--- src/cohb_pkg.sv ---
// constants, types and helper functions of the heartbeat and network-state node
package cohb_pkg;

  // ----------------------------------------------------------------
  // identifiers and frame layout
  // ----------------------------------------------------------------
  localparam logic [10:0] ID_NMT = 11'h000; // command frames
  localparam logic [10:0] ID_PDO_BASE = 11'h180; // first process-data frame
  localparam logic [10:0] ID_SDO_RSP_BASE = 11'h580; // download responses
  localparam logic [10:0] ID_SDO_REQ_BASE = 11'h600; // download requests
  localparam logic [10:0] ID_HB_BASE = 11'h700; // heartbeat and boot-up
  localparam logic [3:0] DLC_NMT = 4'h2;
  localparam logic [3:0] DLC_HB = 4'h1;
  localparam logic [3:0] DLC_SDO = 4'h8;
  localparam logic [3:0] DLC_PDO = 4'h5; // default process-data length

  // ----------------------------------------------------------------
  // command codes and status bytes
  // ----------------------------------------------------------------
  localparam logic [7:0] CMD_START = 8'h01;
  localparam logic [7:0] CMD_STOP = 8'h02;
  localparam logic [7:0] CMD_PREOP = 8'h80;
  localparam logic [7:0] CMD_RST_NODE = 8'h81;
  localparam logic [7:0] CMD_RST_COMM = 8'h82;
  localparam logic [6:0] NODE_ALL = 7'h00; // broadcast target
  localparam logic [7:0] STAT_BOOT = 8'h00;
  localparam logic [7:0] STAT_STOP = 8'h04;
  localparam logic [7:0] STAT_OP = 8'h05;
  localparam logic [7:0] STAT_PREOP = 8'h7f;
  localparam logic [7:0] SDO_RSP_OK = 8'h60; // download confirmed

  // ----------------------------------------------------------------
  // defaults and timing
  // ----------------------------------------------------------------
  localparam logic [6:0] NODE_ID_DEF = 7'h01;
  localparam logic [15:0] HB_TIME_DEF = 16'd1000; // ms
  localparam logic [15:0] PDO_TIMER_MS = 16'd1000; // event timer, transmission type 254
  localparam int unsigned CLK_PERIOD_NS = 5;
  localparam int unsigned MS_NS = 1000000;
  localparam int unsigned CYC_PER_MS = MS_NS / CLK_PERIOD_NS;

  // ----------------------------------------------------------------
  // types
  // ----------------------------------------------------------------
  typedef enum logic [3:0] {
    ST_INIT = 4'b0001,
    ST_PREOP = 4'b0010,
    ST_OP = 4'b0100,
    ST_STOP = 4'b1000
  } cohb_state_t;

  typedef struct packed {
    logic [10:0] id;
    logic [3:0] dlc;
    logic [63:0] data; // byte 0 in bits 7:0
  } cohb_frame_t;

  typedef struct packed {
    logic valid; // one-cycle pulse
    logic [15:0] index;
    logic [7:0] sub;
    logic [31:0] data;
  } cohb_sdo_wr_t;

  // ----------------------------------------------------------------
  // helpers
  // ----------------------------------------------------------------
  // identifier of a per-node service
  function automatic logic [10:0] node_cob(input logic [10:0] base, input logic [6:0] node);
    return base + {4'h0, node};
  endfunction

  // heartbeat status byte of a state
  function automatic logic [7:0] stat_of(input cohb_state_t st);
    unique case (st)
      ST_STOP: return STAT_STOP;
      ST_OP: return STAT_OP;
      ST_PREOP: return STAT_PREOP;
      default: return STAT_BOOT;
    endcase
  endfunction

endpackage

--- src/cohb_ms_timer.sv ---
// millisecond period timer giving a one-cycle tick every period
module cohb_ms_timer #(
  parameter int unsigned CYC_PER_MS = cohb_pkg::CYC_PER_MS
) (
  // clock and reset
  input wire logic clk_sys,
  input wire logic nrst,
  // control
  input wire logic run, // low restarts the period
  input wire logic [15:0] period_ms, // zero never ticks
  // result
  output logic tick_ff
);

  logic [31:0] pre_ff; // cycles within one ms
  logic [31:0] nxt_pre;
  logic [15:0] ms_ff; // ms within one period
  logic [15:0] nxt_ms;
  logic nxt_tick;

  // ----------------------------------------------------------------
  // next values
  // ----------------------------------------------------------------
  always_comb begin
    nxt_pre = pre_ff;
    nxt_ms = ms_ff;
    nxt_tick = 1'b0;
    if (!run || period_ms == 16'h0000) begin
      // stopped timer keeps no partial period
      nxt_pre = 32'h0;
      nxt_ms = 16'h0000;
    end else if (pre_ff >= CYC_PER_MS - 1) begin
      nxt_pre = 32'h0;
      if (ms_ff >= period_ms - 16'h0001) begin
        nxt_ms = 16'h0000;
        nxt_tick = 1'b1;
      end else begin
        nxt_ms = ms_ff + 16'h0001;
      end
    end else begin
      nxt_pre = pre_ff + 32'h1;
    end
  end

  // ----------------------------------------------------------------
  // registers
  // ----------------------------------------------------------------
  always_ff @(posedge clk_sys or negedge nrst) begin
    if (!nrst) begin
      pre_ff <= 32'h0;
      ms_ff <= 16'h0000;
      tick_ff <= 1'b0;
    end else begin
      pre_ff <= nxt_pre;
      ms_ff <= nxt_ms;
      tick_ff <= nxt_tick;
    end
  end

endmodule // cohb_ms_timer

--- src/cohb_node.sv ---
// network-state handling, boot-up and heartbeat producer of one node
module cohb_node #(
  parameter int unsigned CYC_PER_MS = cohb_pkg::CYC_PER_MS, // shorten in simulation
  parameter logic [15:0] PDO_TIMER_MS = cohb_pkg::PDO_TIMER_MS,
  parameter logic [3:0] PDO_DLC = cohb_pkg::DLC_PDO
) (
  // clock and reset
  input wire logic clk_sys,
  input wire logic nrst,
  // configuration and start-up
  input wire logic [6:0] node_id,
  input wire logic [15:0] hb_time_ms,
  input wire logic init_done,
  // received frames from the controller
  input wire logic rx_valid,
  input wire cohb_pkg::cohb_frame_t rx_frame,
  // frames to the controller
  output logic tx_valid_ff,
  output cohb_pkg::cohb_frame_t tx_frame_ff,
  input wire logic tx_ready,
  // application side
  input wire logic [63:0] pdo_data,
  output cohb_pkg::cohb_sdo_wr_t sdo_wr_ff,
  output logic [7:0] nmt_status_ff
);

  // ----------------------------------------------------------------
  // state
  // ----------------------------------------------------------------
  cohb_pkg::cohb_state_t state_ff; // network state
  cohb_pkg::cohb_state_t nxt_state;
  logic boot_done_ff; // boot-up frame handed over
  logic nxt_boot_done;
  logic boot_pend_ff; // boot-up waits for the controller
  logic nxt_boot_pend;
  logic hb_pend_ff;
  logic nxt_hb_pend;
  logic pdo_pend_ff;
  logic nxt_pdo_pend;
  logic sdo_pend_ff;
  logic nxt_sdo_pend;
  logic [23:0] sdo_mux_ff; // index and sub of the pending answer
  logic [23:0] nxt_sdo_mux;
  logic nxt_tx_valid;
  cohb_pkg::cohb_frame_t nxt_tx_frame;
  cohb_pkg::cohb_sdo_wr_t nxt_sdo_wr;
  logic [7:0] nxt_status;
  logic hb_tick; // period elapsed
  logic pdo_tick;
  logic hb_run;
  logic pdo_run;
  logic nmt_hit; // command frame addressed to us
  logic sdo_hit; // expedited download to us
  logic [7:0] nmt_cmd;
  logic [6:0] nmt_node;
  logic [7:0] sdo_cs;

  // ----------------------------------------------------------------
  // period timers
  // ----------------------------------------------------------------
  // heartbeat starts only after boot-up so the boot frame is first
  assign hb_run = boot_done_ff;
  assign pdo_run = (state_ff == cohb_pkg::ST_OP);

  cohb_ms_timer #(.CYC_PER_MS(CYC_PER_MS)) u_hb_timer (
    .clk_sys(clk_sys),
    .nrst(nrst),
    .run(hb_run),
    .period_ms(hb_time_ms),
    .tick_ff(hb_tick)
  );

  cohb_ms_timer #(.CYC_PER_MS(CYC_PER_MS)) u_pdo_timer (
    .clk_sys(clk_sys),
    .nrst(nrst),
    .run(pdo_run),
    .period_ms(PDO_TIMER_MS),
    .tick_ff(pdo_tick)
  );

  // ----------------------------------------------------------------
  // receive decode
  // ----------------------------------------------------------------
  assign nmt_cmd = rx_frame.data[7:0];
  assign nmt_node = rx_frame.data[14:8];
  // a target byte above 127 never matches, so it is ignored too
  assign nmt_hit = rx_valid && rx_frame.id == cohb_pkg::ID_NMT
    && rx_frame.dlc == cohb_pkg::DLC_NMT && !rx_frame.data[15]
    && (nmt_node == cohb_pkg::NODE_ALL || nmt_node == node_id);
  assign sdo_cs = rx_frame.data[7:0];
  // expedited download with size indicated: command specifier 1, e and s set
  assign sdo_hit = rx_valid && rx_frame.dlc == cohb_pkg::DLC_SDO
    && rx_frame.id == cohb_pkg::node_cob(cohb_pkg::ID_SDO_REQ_BASE, node_id)
    && sdo_cs[7:5] == 3'b001 && sdo_cs[1:0] == 2'b11;

  // ----------------------------------------------------------------
  // next state, pending frames and transmit
  // ----------------------------------------------------------------
  always_comb begin
    nxt_state = state_ff;
    nxt_boot_done = boot_done_ff;
    nxt_boot_pend = boot_pend_ff;
    nxt_hb_pend = hb_pend_ff;
    nxt_pdo_pend = pdo_pend_ff;
    nxt_sdo_pend = sdo_pend_ff;
    nxt_sdo_mux = sdo_mux_ff;
    nxt_tx_valid = tx_valid_ff;
    nxt_tx_frame = tx_frame_ff;
    nxt_sdo_wr = '0;
    // network state
    unique case (state_ff)
      cohb_pkg::ST_INIT: begin
        if (init_done) begin
          nxt_state = cohb_pkg::ST_PREOP;
          nxt_boot_pend = 1'b1;
        end
      end
      cohb_pkg::ST_PREOP, cohb_pkg::ST_OP, cohb_pkg::ST_STOP: begin
        if (nmt_hit) begin
          unique case (nmt_cmd)
            cohb_pkg::CMD_START: nxt_state = cohb_pkg::ST_OP;
            cohb_pkg::CMD_STOP: nxt_state = cohb_pkg::ST_STOP;
            cohb_pkg::CMD_PREOP: nxt_state = cohb_pkg::ST_PREOP;
            cohb_pkg::CMD_RST_NODE, cohb_pkg::CMD_RST_COMM: begin
              // restart: boot-up is sent again and the pending heartbeat is cleared
              nxt_state = cohb_pkg::ST_INIT;
              nxt_boot_done = 1'b0;
              nxt_hb_pend = 1'b0;
            end
            default: ; // unknown commands are ignored
          endcase
        end
      end
      default: nxt_state = cohb_pkg::ST_INIT;
    endcase
    // downloads only in pre-operational and operational
    if (sdo_hit && (state_ff == cohb_pkg::ST_PREOP || state_ff == cohb_pkg::ST_OP)) begin
      nxt_sdo_pend = 1'b1;
      nxt_sdo_mux = rx_frame.data[31:8];
      nxt_sdo_wr.valid = 1'b1;
      nxt_sdo_wr.index = rx_frame.data[23:8];
      nxt_sdo_wr.sub = rx_frame.data[31:24];
      nxt_sdo_wr.data = rx_frame.data[63:32];
    end
    // controller took the frame
    if (tx_valid_ff && tx_ready) begin
      nxt_tx_valid = 1'b0;
    end
    // load the next frame, boot-up first, then by bus priority
    if (!tx_valid_ff) begin
      if (boot_pend_ff) begin
        nxt_boot_pend = 1'b0;
        nxt_boot_done = 1'b1;
        nxt_tx_valid = 1'b1;
        nxt_tx_frame.id = cohb_pkg::node_cob(cohb_pkg::ID_HB_BASE, node_id);
        nxt_tx_frame.dlc = cohb_pkg::DLC_HB;
        nxt_tx_frame.data = {56'h0, cohb_pkg::STAT_BOOT};
      end else if (pdo_pend_ff) begin
        nxt_pdo_pend = 1'b0;
        nxt_tx_valid = 1'b1;
        nxt_tx_frame.id = cohb_pkg::node_cob(cohb_pkg::ID_PDO_BASE, node_id);
        nxt_tx_frame.dlc = PDO_DLC;
        nxt_tx_frame.data = pdo_data;
      end else if (sdo_pend_ff) begin
        nxt_sdo_pend = 1'b0;
        nxt_tx_valid = 1'b1;
        nxt_tx_frame.id = cohb_pkg::node_cob(cohb_pkg::ID_SDO_RSP_BASE, node_id);
        nxt_tx_frame.dlc = cohb_pkg::DLC_SDO;
        nxt_tx_frame.data = {32'h0, sdo_mux_ff, cohb_pkg::SDO_RSP_OK};
      end else if (hb_pend_ff) begin
        nxt_hb_pend = 1'b0;
        nxt_tx_valid = 1'b1;
        nxt_tx_frame.id = cohb_pkg::node_cob(cohb_pkg::ID_HB_BASE, node_id);
        nxt_tx_frame.dlc = cohb_pkg::DLC_HB;
        nxt_tx_frame.data = {56'h0, cohb_pkg::stat_of(state_ff)};
      end
    end
    // events set after the clears above, so a tick is never lost
    if (hb_tick && boot_done_ff) begin
      nxt_hb_pend = 1'b1;
    end
    if (pdo_tick && state_ff == cohb_pkg::ST_OP) begin
      nxt_pdo_pend = 1'b1;
    end
    // a process-data frame not yet loaded dies with operational
    if (nxt_state != cohb_pkg::ST_OP) begin
      nxt_pdo_pend = 1'b0;
    end
    // an answer not yet loaded is dropped on stop
    if (nxt_state == cohb_pkg::ST_STOP || nxt_state == cohb_pkg::ST_INIT) begin
      nxt_sdo_pend = 1'b0;
    end
  end

  // status byte for the application follows the next state
  always_comb begin
    nxt_status = cohb_pkg::stat_of(nxt_state);
  end

  // ----------------------------------------------------------------
  // registers
  // ----------------------------------------------------------------
  always_ff @(posedge clk_sys or negedge nrst) begin
    if (!nrst) begin
      state_ff <= cohb_pkg::ST_INIT;
      boot_done_ff <= 1'b0;
      boot_pend_ff <= 1'b0;
      hb_pend_ff <= 1'b0;
      pdo_pend_ff <= 1'b0;
      sdo_pend_ff <= 1'b0;
      sdo_mux_ff <= 24'h0;
      tx_valid_ff <= 1'b0;
      tx_frame_ff <= '0;
      sdo_wr_ff <= '0;
      nmt_status_ff <= cohb_pkg::STAT_BOOT;
    end else begin
      state_ff <= nxt_state;
      boot_done_ff <= nxt_boot_done;
      boot_pend_ff <= nxt_boot_pend;
      hb_pend_ff <= nxt_hb_pend;
      pdo_pend_ff <= nxt_pdo_pend;
      sdo_pend_ff <= nxt_sdo_pend;
      sdo_mux_ff <= nxt_sdo_mux;
      tx_valid_ff <= nxt_tx_valid;
      tx_frame_ff <= nxt_tx_frame;
      sdo_wr_ff <= nxt_sdo_wr;
      nmt_status_ff <= nxt_status;
    end
  end

  logic hb_id_out; // frame on the heartbeat identifier
  logic tx_new; // frame loaded last cycle
  logic tx_seen_ff; // offer flag one cycle back, for edge detection
  assign hb_id_out = tx_frame_ff.id == cohb_pkg::node_cob(cohb_pkg::ID_HB_BASE, node_id);
  assign tx_new = tx_valid_ff && !tx_seen_ff;

  // delayed copy of the offer flag; reset low matches the idle level
  always_ff @(posedge clk_sys or negedge nrst) begin
    if (!nrst) begin
      tx_seen_ff <= 1'b0;
    end else begin
      tx_seen_ff <= tx_valid_ff;
    end
  end
endmodule // cohb_node

--- config.mk ---
export PLATFORM = sky130hd
export DESIGN_NAME = cohb_node
export DESIGN_NICKNAME = d
export VERILOG_FILES = /design/src/cohb_pkg.sv /design/src/cohb_ms_timer.sv /design/src/cohb_node.sv
export SDC_FILE = /design/constraint.sdc
export NUM_CORES = 1
export LEC_CHECK = 0
export ABC_AREA = 1
export BUFFER_PORTS_ARGS = -buffer_cell sky130_fd_sc_hd__buf_2
export CAP_MARGIN = 20
export CORE_ASPECT_RATIO = 0.7
export CORE_MARGIN = 2
export CORE_UTILIZATION = 40
export CTS_BUF_LIST = sky130_fd_sc_hd__clkbuf_4 sky130_fd_sc_hd__clkbuf_8
export CTS_CLUSTER_DIAMETER = 50
export DETAILED_ROUTE_END_ITERATION = 8
export PLACE_DENSITY_LB_ADDON = 0.2
export SYNTH_ARGS = -nofsm -noshare
export SYNTH_HDL_FRONTEND = slang
export SYNTH_SLANG_ARGS = --single-unit
--- constraint.sdc ---
create_clock -name clk_sys -period 3.1 [get_ports clk_sys]
set_clock_uncertainty 0.15 [all_clocks]
set_input_delay 0.62 -clock clk_sys [delete_from_list [all_inputs] [get_ports clk_sys]]
set_output_delay 0.62 -clock clk_sys [all_outputs]
set_load 0.01 [all_outputs]
# --- Word-level counts from Yosys, hierarchy flattened ---
# Cells that the tools add are included.
word_totals:
  register_bits: 276
  latch_bits: 0
  mem_bits_rw: 0
  mem_bits_ro: 0
  input_bits: 171
  output_inout_bits: 145
  elab_cells: 147
  memories: 0
classes:
  add_sub_neg: 9
  multipliers: 0
  div: 0
  n_lt_le_gt_ge: 4
  eq_ne: 23
  shifts: 0
  muxes: 61
  n_bitwise: 1
  n_reduce_logical: 27
op_table:
  columns: ["operator", "n"]
  rows:
  - ["2-to-1 mux 79 bit", 4]
  - ["2-to-1 mux 32 bit", 4]
  - ["2-to-1 mux 16 bit", 6]
  - ["adder 32 x 1 -> 32 bit (second input constant)", 2]
  - ["greater-or-equal comparator 32 x 18 -> 1 bit (second input constant)", 2]
  - ["2-to-1 mux 57 bit", 1]
  - ["case mux 7 bit (3 select lines)", 2]
  - ["2-to-1 mux 1 bit", 40]
  - ["adder 16 x 1 -> 16 bit (second input constant)", 2]
  - ["equality test 8 bit (second input constant)", 3]
  - ["greater-or-equal comparator 16 x 10 -> 1 bit (second input constant)", 1]
  - ["greater-or-equal comparator 16 bit", 1]
  - ["zero test 16 bit", 1]
  - ["case mux 4 bit (4 select lines)", 1]
  - ["subtractor 16 x 1 -> 16 bit (second input constant)", 1]
  - ["equality test 4 x 2 -> 1 bit (second input constant)", 3]
  - ["equality test 4 bit (second input constant)", 3]
  - ["logical AND 1 bit", 12]
  - ["adder 10 x 8 -> 11 bit (first input constant)", 1]
  - ["adder 11 x 7 -> 11 bit (first input constant)", 1]
  - ["equality test 11 bit", 1]
  - ["zero test 11 bit", 1]
  - ["adder 9 x 7 -> 10 bit (first input constant)", 1]
  - ["adder 9 x 8 -> 10 bit (first input constant)", 1]
  - ["21 further kinds", 30]

# --- Longest topological paths before layout ---
# Gate-level depths: netlist of run 1.
depth:
  ltp_word: 13
  ltp_mapped: 16
  depth_no_buf: 15

# --- Modules after synthesis ---
# A second synthesis of run 1 with hierarchy kept.
unflattened:
  cells_unflattened: 1512
  area_unflattened_um2: 13623.1
by_module_without_submodules:
  columns: ["mod", "instances", "cells_per_inst", "area_per_inst_um2", "seq_area_each_um2"]
  rows:
  - ["cohb_node", 1, 746, 7327.0, 4305.4]
  - ["cohb_ms_timer at u_hb_timer", 1, 389, 3200.6, 1226.2]
  - ["cohb_ms_timer at u_pdo_timer", 1, 377, 3095.5, 1226.2]

# --- Worst setup path after synthesis of run 1 ---
# Ideal clock, no wire load.
synth_path:
  kind: "input port to flip-flop"
  from: "in hb_time_ms[1]"
  to: "reg u_hb_timer.ms_ff[10]"
  setup_ps: 124
  arrival_time_ps: 2632
  t_required_ps: 2826
  setup_slack_ps: 194
  cell_stages: 14
  n_path_buf: 1
  path_cell_list: "or2_2 -> nor2_4 -> nand2_1 -> nor3_2 -> nand3b_1 -> xor2_1 -> inv_1 -> ha_1 -> nand4_1 -> nor2_1 -> nand3_1 -> nand3_1 -> buf_2 -> o21ai_1"
synth_via:
  elab_chain_cells: 5
  elab_cells_between_ends: 8
  classes_between: "add/sub (1); order compare (1); mux (3); reduce/logical (3)"
synth_rtl:
  columns: ["item", "line", "source"]
  rows:
  - ["from (decl)", "cohb_node.sv:12", "input wire logic [15:0] hb_time_ms,"]
  - ["subtractor 16 x 1 -> 16 bit", "cohb_ms_timer.sv:34", "if (ms_ff >= period_ms - 16'h0001) begin"]
  - ["greater-or-equal comparator 16 bit", "cohb_ms_timer.sv:34", null]
  - ["2-to-1 mux 16 bit", "cohb_ms_timer.sv:34", null]
  - ["2-to-1 mux 16 bit", "cohb_ms_timer.sv:32", "end else if (pre_ff >= CYC_PER_MS - 1) begin"]
  - ["2-to-1 mux 16 bit", "cohb_ms_timer.sv:28", "if (!run || period_ms == 16'h0000) begin"]
  - ["to (signal assigned)", "cohb_ms_timer.sv:55", "ms_ff <= nxt_ms;"]
  - ["to (decl)", "cohb_ms_timer.sv:17", "logic [15:0] ms_ff;"]
# Parallel ways exist; a longest one is shown, timed or not. The select of a mux whose other input is x is not followed.
# A chain may end at the register's enable or synchronous reset.

# --- Worst setup path after layout of run 1 ---
layout_path:
  from: "in hb_time_ms[1]"
  to: "reg u_hb_timer.ms_ff[4]"
# Same word-level chain as after synthesis.

==> flow_summary.ini, run 1 <==
[outcome]
status = completed

[hold_path]
worst_hold_path.endpoint = tx_valid_ff
min_path_cells = 2
hp-start = tx_ready
holdCritPathClass = in -> reg

[routing]
dr_wl_met3_um = 2250
avgViaCountPerCell = 4.65
drtIter0Drc = 506
wl_met2_um = 13800
drt_pass1_iterations = 5
top_layer = met4
postRouteAntennaNets = 0
drt_wl_total_um = 32000
post-route-drc-count = 0
met1_length_um = 15400
vias = 10123
post_drt_wl_per_cell_um = 14.7

[pwr]
leakagePower_nw = 8.41
ir_drop_uv = 294
cellPowerDensity_nw_per_um2 = 541

[critical_path]
r2r_end = sdo_wr_ff[22]
r2r-start = state_ff[3]
cp.arrival_ns = 2.95
crit_type = in -> reg
cpPeakStageDelay_ns = 0.33
worst-path-buf-inv = 3
endpoint_kind = flip-flop
worstPathCellList = buf_2 > or2_2 > nor2_4 > nand2_1 > nor3_2 > nand3b_1 > xor2_1 > inv_1 > ha_1 > a21oi_1 > o21ai_0 > nor2_1 > nand3_1 > buf_12 > o21ai_0
reg2reg_depth = 8
slowest_stage = or2_2
cp.required_ns = 3.40
worstPathMaxFanout = 17
crit_top_cell = o21ai_0
path_delay_family = simple AND/OR/NAND/NOR gates
start_kind = primary input
worst-r2r-setup-slack_ns = 0.89

[timing]
rsz0062_at_grt = no
tightest_slew_ns = 0.549
slew_headroom = 0.634
timing.fmax_mhz = 378
drv_slew = 0
finalHoldViolCount = 0
min_period_ns = 2.65
final.period_utilization = 0.854
holdWs_ns = 0.0932
finalSetupViolCount = 0

[synth]
synth_edf_count = 0
synth_largest_area_cell = dfrtp_1
netlist.area_leader.share = 0.528
yosysMostFrequentCell = nand2_1
syn_avg_cell_area_um2 = 9.40
synth.area.top_cells = dfrtp_1 53%, nand2_1 8.0%, nor2_4 4.8%
synthesis.area_um2 = 12700
synth_cells = 1355
synth_ff_type = dfrtp_1
synth_seq_area_share = 0.531
synth_top_cells_by_count = 273 x nand2_1, 269 x dfrtp_1, 158 x inv_1
yosys.cell_types.count = 57
yosys_warnings = 0
async_flop_share = 1.00
ys_ff_latch = 270

[floorplanning]
rows = 54
die_height_um = 153
start_util = 0.407
die-width_um = 217
core-area_um2 = 31300
die_area_um2 = 33300
num_io_pins = 316

[final_layout]
multi_input_area_um2 = 5150
fillers = 3004
drive_above_1_share = 0.301
syn_to_final_growth_pct = 24.4
seqCellArea_um2 = 6760
nNetsFinal = 1917
final_core_util = 0.506

[global_route]
grt_usage = 0.194
grt_pass1_vias = 9944
antenna_found_initial = 2
grt_pass1_wl_um = 52200
overflow = 0
grt_max_degree = 80

[placed_design]
routabilityCongestion = 0.890
portBuffers = 313
dp_hpwl_um = 23800

[cts]
cts_buffers = 45
cts_max_path_buffers = 3
clock_sinks = 270
clk_latency_ns = 0.55
cts_root_buf = clkbuf_8
cts_tree = done
htree_levels = 2
cts.clk_slew.worst_paths_ns = 0.06

[job]
max_cap_viol_count = 0
==> how the worst max path moves through the flow <==
| stage | from | endpoint | slack, ns | cells after the start |
|---|---|---|---|---|
| after detailed placement | hb_time_ms[1] | u_hb_timer.ms_ff[4] | -0.07 | 15 |
| final | hb_time_ms[1] | u_hb_timer.ms_ff[4] | 0.45 | 15 |
| after CTS | hb_time_ms[1] | u_hb_timer.ms_ff[4] | 0.49 | 15 |
| after floorplan | hb_time_ms[1] | u_hb_timer.ms_ff[10] | 0.19 | 14 |
| after global routing | hb_time_ms[1] | u_hb_timer.ms_ff[4] | 0.19 | 15 |
| after global placement | hb_time_ms[1] | u_hb_timer.ms_ff[5] | 0.06 | 15 |
==> worst register-to-register path, cell delays in order (launching register included) <==
cell and delay [ns]:
dfrtp_1 0.50, inv_1 0.13, nand3_2 0.12, nand2_2 0.07
inv_2 0.11, nor2_4 0.07, nand2_8 0.34, buf_4 0.54
nor2_4 0.07
==> area by class of cell <==
cell class              count  share of cell area
clock inverters            10             0.00727
clock buffers              68              0.0543
well taps                 420              0.0332
flip-flops and latches    270               0.427
multi-input cells         907               0.325
inverters                 164              0.0391
diodes                      2            0.000316
repair buffers            337               0.114
==> logic make-up after synthesis <==
group	after synthesis	synth area share
AOI/OAI and AO/OA	148	0.0749
xor gates and xnor gates	55	0.0378
adders and majority gates	21	0.0206
buffers and inverters	207	0.0758
DFF	270	0.531
other	1	0.000294
and+or+nand+nor	653	0.260
==> placed cells by master, fill, tap and decap left out, types with 3 or more instances in the layout <==
cell type,count
buf_2,312
nand2_1,272
dfrtp_1,269
inv_1,158
nor2_1,131
nand3_1,96
clkbuf_8,56
nor2_4,55
o21ai_0,48
xor2_1,40
a22o_1,34
conb_1,30
nor2_2,23
nand4_1,21
ha_1,21
a21oi_1,20
o21ai_1,20
buf_4,19
xnor2_1,15
nor3_1,13
nand3b_1,12
clkbuf_4,12
nand3_2,7
clkinv_2,5
nand2_2,4
o21bai_1,4
buf_12,4
nor3_2,3
inv_2,3
nor4_1,3
nand2_4,3
o31ai_1,3
a21o_1,3
==> routing by layer <==
metal,global-route usage,vias to the layer above
li1,-,5048
met3,0.0488,41
met5,0,-
met2,0.289,287
met4,0.0551,0
met1,0.281,4747
==> sequential cells by signal, summed over array words and instances, names as in the netlist <==
signal and flops:
u_hb_timer.pre_ff 32, tx_valid_ff 1, u_pdo_timer.ms_ff 16, tx_frame_ff 78, state_ff 4, sdo_mux_ff 24
u_hb_timer.ms_ff 16, u_pdo_timer.tick_ff 1, pdo_pend_ff 1, u_pdo_timer.pre_ff 32, nmt_status_ff 3, boot_done_ff 1
sdo_pend_ff 1, sdo_wr_ff 57, u_hb_timer.tick_ff 1, boot_pend_ff 1, hb_pend_ff 1
==> power by group <==
group | switching [mW] | internal, mW
Clock | 1.44 | 1.94
Sequential | 0.180 | 3.72
Combinational | 0.848 | 0.440
Total | 2.47 | 6.11
==> timing repair <==
| action | in CTS | in global routing |
|---|---|---|
| buffers inserted | 0 | 0 |
| endpoints found under the setup margin | 0 | 0 |
| endpoints found under the hold margin | 63 | 0 |
| resized for setup | 0 | 0 |
| hold buffers | 1 | 0 |
==> stage by stage <==
| step | cell area (µm²) | std cells | setup slack [ns] | power (mW) | TNS [ns] |
|---|---|---|---|---|---|
| CTS | 15800 | 2176 | 0.485 | 8.72 | 0 |
| floorplan | 12800 | 1384 | 0.194 | 4.66 | 0 |
| global route | 15800 | 2178 | 0.192 | 9.06 | 0 |
| global placement | 14900 | 2097 | 0.0612 | 5.24 | 0 |
| detailed placement | 14900 | 2097 | -0.0708 | 5.26 | -0.658 |
| finish | 15800 | 2178 | 0.451 | 8.57 | 0 |
No activity file was read; power rests on OpenSTA's default activity.
==> run 2: changes to the inputs <==
--- a/config.mk
+++ b/config.mk
@@ -14,5 +14,7 @@
 export CTS_BUF_LIST = sky130_fd_sc_hd__clkbuf_4 sky130_fd_sc_hd__clkbuf_8
 export CTS_CLUSTER_DIAMETER = 50
+export CTS_CLUSTER_SIZE = 16
 export DETAILED_ROUTE_END_ITERATION = 8
+export HOLD_SLACK_MARGIN = 0.1
 export PLACE_DENSITY_LB_ADDON = 0.2
 export SYNTH_ARGS = -nofsm -noshare
==> constraint.sdc (replaced) <==
create_clock -name clk_sys -period 3.1 [get_ports clk_sys]
set_clock_uncertainty 0.15 [all_clocks]
set_input_delay 0.31 -clock clk_sys [delete_from_list [all_inputs] [get_ports clk_sys]]
set_output_delay 0.31 -clock clk_sys [all_outputs]
set_load 0.01 [all_outputs]
==> run 2 against run 1 <==
Via count rose by 4.8%. Global-route usage increased by 0.63 points. Fmax shrank 12%. Flip-flop and latch count did not move. Hold slack better by 0.015 ns. Non-clock buffer count up 130.
==> flow_summary.ini, run 2 (same netlist as run 1, synthesis figures left out) <==
[timing]
drv_slew = 0
fin_setup_tns_ns = 0
slew_headroom = 0.523
finalSetupViolCount = 0
timing.fmax_mhz = 333
finalHoldViolCount = 0
min_period_ns = 3.00
final.period_utilization = 0.969
rsz0062_at_grt = no
tightest_slew_ns = 0.716

[final_layout]
diodes = 0
top_regs = tx_frame_ff: 78 flops, sdo_wr_ff: 57 flops
final_common_cell = buf_2
fillers = 2866
drive_above_1_share = 0.267
layout_common_cells = 312 x buf_2, 272 x nand2_1, 269 x dfrtp_1, 158 x inv_1, 139 x dlygate4sd3_1
syn_to_final_growth_pct = 32.5
nNetsFinal = 2031
largest_reg_flops = 78
final_cells = 2280
regMostFlops = tx_frame_ff

[routing]
post_drt_wl_per_cell_um = 14.6
avgViaCountPerCell = 4.65
postRouteAntennaNets = 0
drt_wl_total_um = 33300
drt_pass1_iterations = 5
vias = 10606
drtIter0Drc = 640
post-route-drc-count = 0

[cts]
cts_root_buf = clkbuf_8
cts_buffers = 29
clk_latency_ns = 0.61
clock_sinks = 270
cts_max_path_buffers = 3
cts.clk_slew.worst_paths_ns = 0.09
cts_tree = done
htree_levels = 1

[placed_design]
dp.cells = 2089
portBuffers = 313
dp_hpwl_um = 23500
routabilityCongestion = 0.890

[critical_path]
endpoint_kind = flip-flop
cp.arrival_ns = 3.38
start_kind = primary input
worst-r2r-setup-slack_ns = 0.79
cp.required_ns = 3.48
worstPathMaxFanout = 2
crit_type = in -> reg

[global_route]
grt_max_degree = 80
grt_usage = 0.201
overflow = 0
antenna_found_initial = 0
grt_pass1_wl_um = 54200
grt_pass1_vias = 10554

[floorplanning]
die_height_um = 153
num_io_pins = 316
die_area_um2 = 33300
start_util = 0.407
core-area_um2 = 31300
die-width_um = 217
rows = 54

[pwr]
cellPowerDensity_nw_per_um2 = 477
leakagePower_nw = 8.78
power.total_mw = 8.06
ir_drop_uv = 346

[hold_path]
holdCritPathClass = in -> async

[job]
max_cap_viol_count = 0

[outcome]
status = completed
-- run 2: worst paths after layout --
| check | start | endpoint | cells past startpoint |
|---|---|---|---|
| hold / removal | nrst | sdo_wr_ff[18] | 2 |
| setup reg to reg | state_ff[2] | sdo_wr_ff[25] | 8 |
| min in group clk_sys | rx_frame[7] | state_ff[0] | 7 |
| setup / recovery | rx_frame[78] | state_ff[3] | 10 |
| max in group asynchronous | nrst | tx_frame_ff[3] | 3 |
| hold reg to reg | u_pdo_timer.pre_ff[0] | u_pdo_timer.pre_ff[0] | 1 |
-- run 2: stage by stage --
stage	instance area, µm²	utilization	setup slack (ns)	hold slack [ns]
floorplan	12800	-	0.504	-0.136
global placement	14800	0.472	0.296	0.175
detailed placement	14800	0.472	0.204	0.173
CTS	16900	0.539	0.0601	0.102
global route	16900	0.540	0.0369	0.127
finish	16900	0.540	0.0972	0.108
-- run 2: final cells by class --
type | count | area, µm² | share of cell area
repair buffers | 467 | 3120 | 0.185
clock buffers | 32 | 428 | 0.0254
well taps | 420 | 526 | 0.0311
inverters | 164 | 619 | 0.0367
clock inverters | 20 | 268 | 0.0159
flip-flops and latches | 270 | 6760 | 0.400
multi-input cells | 907 | 5160 | 0.306
-- run 2: what timing repair did --
item / 4_1_cts / 5_1_grt
hold endpoints to repair: 393 / 0
buffers inserted: 0 / 0
hold buffers: 139 / 0
gates resized for setup: 0 / 2
endpoints found under the setup margin: 0 / 1
-- run 2: critical path, cell delays in order --
cell           delay [ns]
dlygate4sd3_1        0.54
buf_2                0.14
nor3_2               0.15
dlygate4sd3_1        0.59
nand3_1              0.09
nor3_2               0.15
dlygate4sd3_1        0.61
nand3_1              0.10
dlygate4sd3_1        0.57
a21oi_1              0.12
-- run 2: where the power goes --
part	internal (mW)	switching, mW
clock network	1.27	1.47
logic	0.546	0.869
registers	3.71	0.183
total	5.53	2.53
-- run 2: metal layers --
metal | part of all wire | GRT usage
met5 | 0 | 0
met2 | 0.44 | 0.315
met4 | 0.023 | 0.0492
met3 | 0.067 | 0.0464
met1 | 0.47 | 0.281
==> run 3: changes to the inputs <==
BUFFER_PORTS_ARGS = -buffer_cell sky130_fd_sc_hd__clkbuf_2   (was -buffer_cell sky130_fd_sc_hd__buf_2)
==> run 3 against run 2 <==
Worst setup slack gained 0.14 ns. Global-route usage shrank 0.34 points. Routed wire length shrank 2.1%. Power shrank 1.5%. Sequential power is essentially flat. Critical endpoint unchanged. Critical path depth shrank 1. Flip-flop and latch count is the same. Core utilization shrank 0.29 points. Clock-buffer cell count shrank 2.
==> flow_summary.ini, run 3 (same netlist as run 1, synthesis figures left out) <==
[routing]
vias = 10508
postRouteAntennaNets = 0
post-route-drc-count = 0
drtIter0Drc = 546
drt_wl_total_um = 32600
post_drt_wl_per_cell_um = 14.4
drt_pass1_iterations = 5
avgViaCountPerCell = 4.63

[timing]
slew_headroom = 0.549
fin_setup_tns_ns = 0
timing.fmax_mhz = 349
finalSetupViolCount = 0
holdWs_ns = 0.131
drv_slew = 0
final.period_utilization = 0.924
rsz0062_at_grt = no
tightest_slew_ns = 0.676
min_period_ns = 2.86
finalHoldViolCount = 0

[critical_path]
slowest_stage = dlygate4sd3_1
cp.required_ns = 3.47
cpPeakStageDelay_ns = 0.63
worstPathMaxFanout = 3
start_kind = primary input
cp.arrival_ns = 3.23
endpoint_kind = flip-flop
worstPathCellList = dlygate4sd3_1 > clkbuf_2 > nand3_1 > dlygate4sd3_1 > nor3_1 > dlygate4sd3_1 > nand3_1 > dlygate4sd3_1 > a21oi_1
crit_top_cell = dlygate4sd3_1
crit_type = in -> reg

[cts]
cts_buffers = 26
cts_setup_buffers = 0
ctsHoldBuffers = 137
clk_latency_ns = 0.59
cts.clk_slew.worst_paths_ns = 0.09
cts_tree = done
cts_resized = 0
clock_sinks = 270
cts_max_path_buffers = 3
cts_root_buf = clkbuf_8
htree_levels = 1

[final_layout]
syn_to_final_growth_pct = 31.8
seqCellArea_um2 = 6760
diodes = 0
final_common_cell = clkbuf_2
nNetsFinal = 2026
multi_input_area_um2 = 5150
drive_above_1_share = 0.264
regMostFlops = tx_frame_ff
layout_common_cells = 312 x clkbuf_2, 272 x nand2_1, 269 x dfrtp_1, 158 x inv_1, 137 x dlygate4sd3_1
top_regs = tx_frame_ff: 78 flops, sdo_wr_ff: 57 flops
largest_reg_flops = 78
fillers = 2794

[floorplanning]
num_io_pins = 316
start_util = 0.407
die_area_um2 = 33300
die_height_um = 153
rows = 54
core-area_um2 = 31300
die-width_um = 217

[pwr]
leakagePower_nw = 8.67
cellPowerDensity_nw_per_um2 = 473
ir_drop_uv = 333

[placed_design]
routabilityCongestion = 0.887
portBuffers = 313
dp_hpwl_um = 23400

[global_route]
gr-max-usage-layer = met2
overflow = 0
met2_usage = 0.316
grt_use_met1 = 0.273
antenna_found_initial = 0
grt.met3_usage = 0.0426
grt_pass1_vias = 10308
grt_max_degree = 84
grt_pass1_wl_um = 53400
grt_usage = 0.197

[job]
max_cap_viol_count = 0

[hold_path]
holdCritPathClass = in -> async

[outcome]
status = completed
## run 3: changes by cell type in the layout (fill, tap and decap cells not counted), sizes merged
| cell | before | now |
|---|---|---|
| clkbuf | 32 | 342 |
| buf | 328 | 16 |
| dlygate4sd3 | 139 | 137 |
| inv | 170 | 166 |
| clkinvlp | 4 | 3 |
| bufinv | 3 | 4 |
| clkinv | 7 | 6 |
## run 3: per-layer routing
layer,wire length [µm],part of all wire,vias up
met3,2020,0.062,47
li1,-,-,5252
met2,14800,0.45,332
met4,716,0.022,0
met5,0,0,-
met1,15100,0.46,4877
## run 3: worst paths after layout
| kind | start | endpoint | slack (ns) | cells after the start |
|---|---|---|---|---|
| max | rx_valid | state_ff[3] | 0.24 | 9 |
| min in group clk_sys | rx_frame[0] | state_ff[2] | 0.19 | 9 |
| min | nrst | sdo_wr_ff[18] | 0.13 | 2 |
| min reg2reg | u_pdo_timer.pre_ff[0] | u_pdo_timer.pre_ff[0] | 0.31 | 1 |
| max in group asynchronous | nrst | state_ff[0] | 1.82 | 3 |
| max reg2reg | state_ff[2] | sdo_mux_ff[19] | 0.89 | 9 |
## run 3: critical path: cells and delay by family
kind | cells | cell delay [ns]
buffers and inverters | 5 | 2.42
AND/OR/NAND/NOR | 3 | 0.37
AO/OA/AOI/OAI | 1 | 0.13
## run 3: area by class of cell
type	count	share of cell area
sequential	270	0.403
multi-input combinational	907	0.307
timing repair buffer	465	0.185
inverter	164	0.0369
tap	420	0.0313
clock buffer	30	0.0246
clock inverter	15	0.0133
## run 3: where the power goes
part | internal [mW] | switching, mW
sequential | 3.71 | 0.184
combinational | 0.543 | 0.890
clock | 1.27 | 1.34
total | 5.53 | 2.41
## run 3: metrics by stage
stage                     utilization  setup slack [ns]  cell area [µm²]  std cells  total power [mW]
final                           0.537             0.235            16800       2271              7.94
after global routing            0.537             0.176            16800       2271              8.38
after CTS                       0.537             0.356            16800       2271              8.05
after detailed placement        0.472             0.182            14800       2089              5.27
after global placement          0.472             0.315            14800       2089              5.25
after floorplan                     -             0.504            12800       1384              4.66
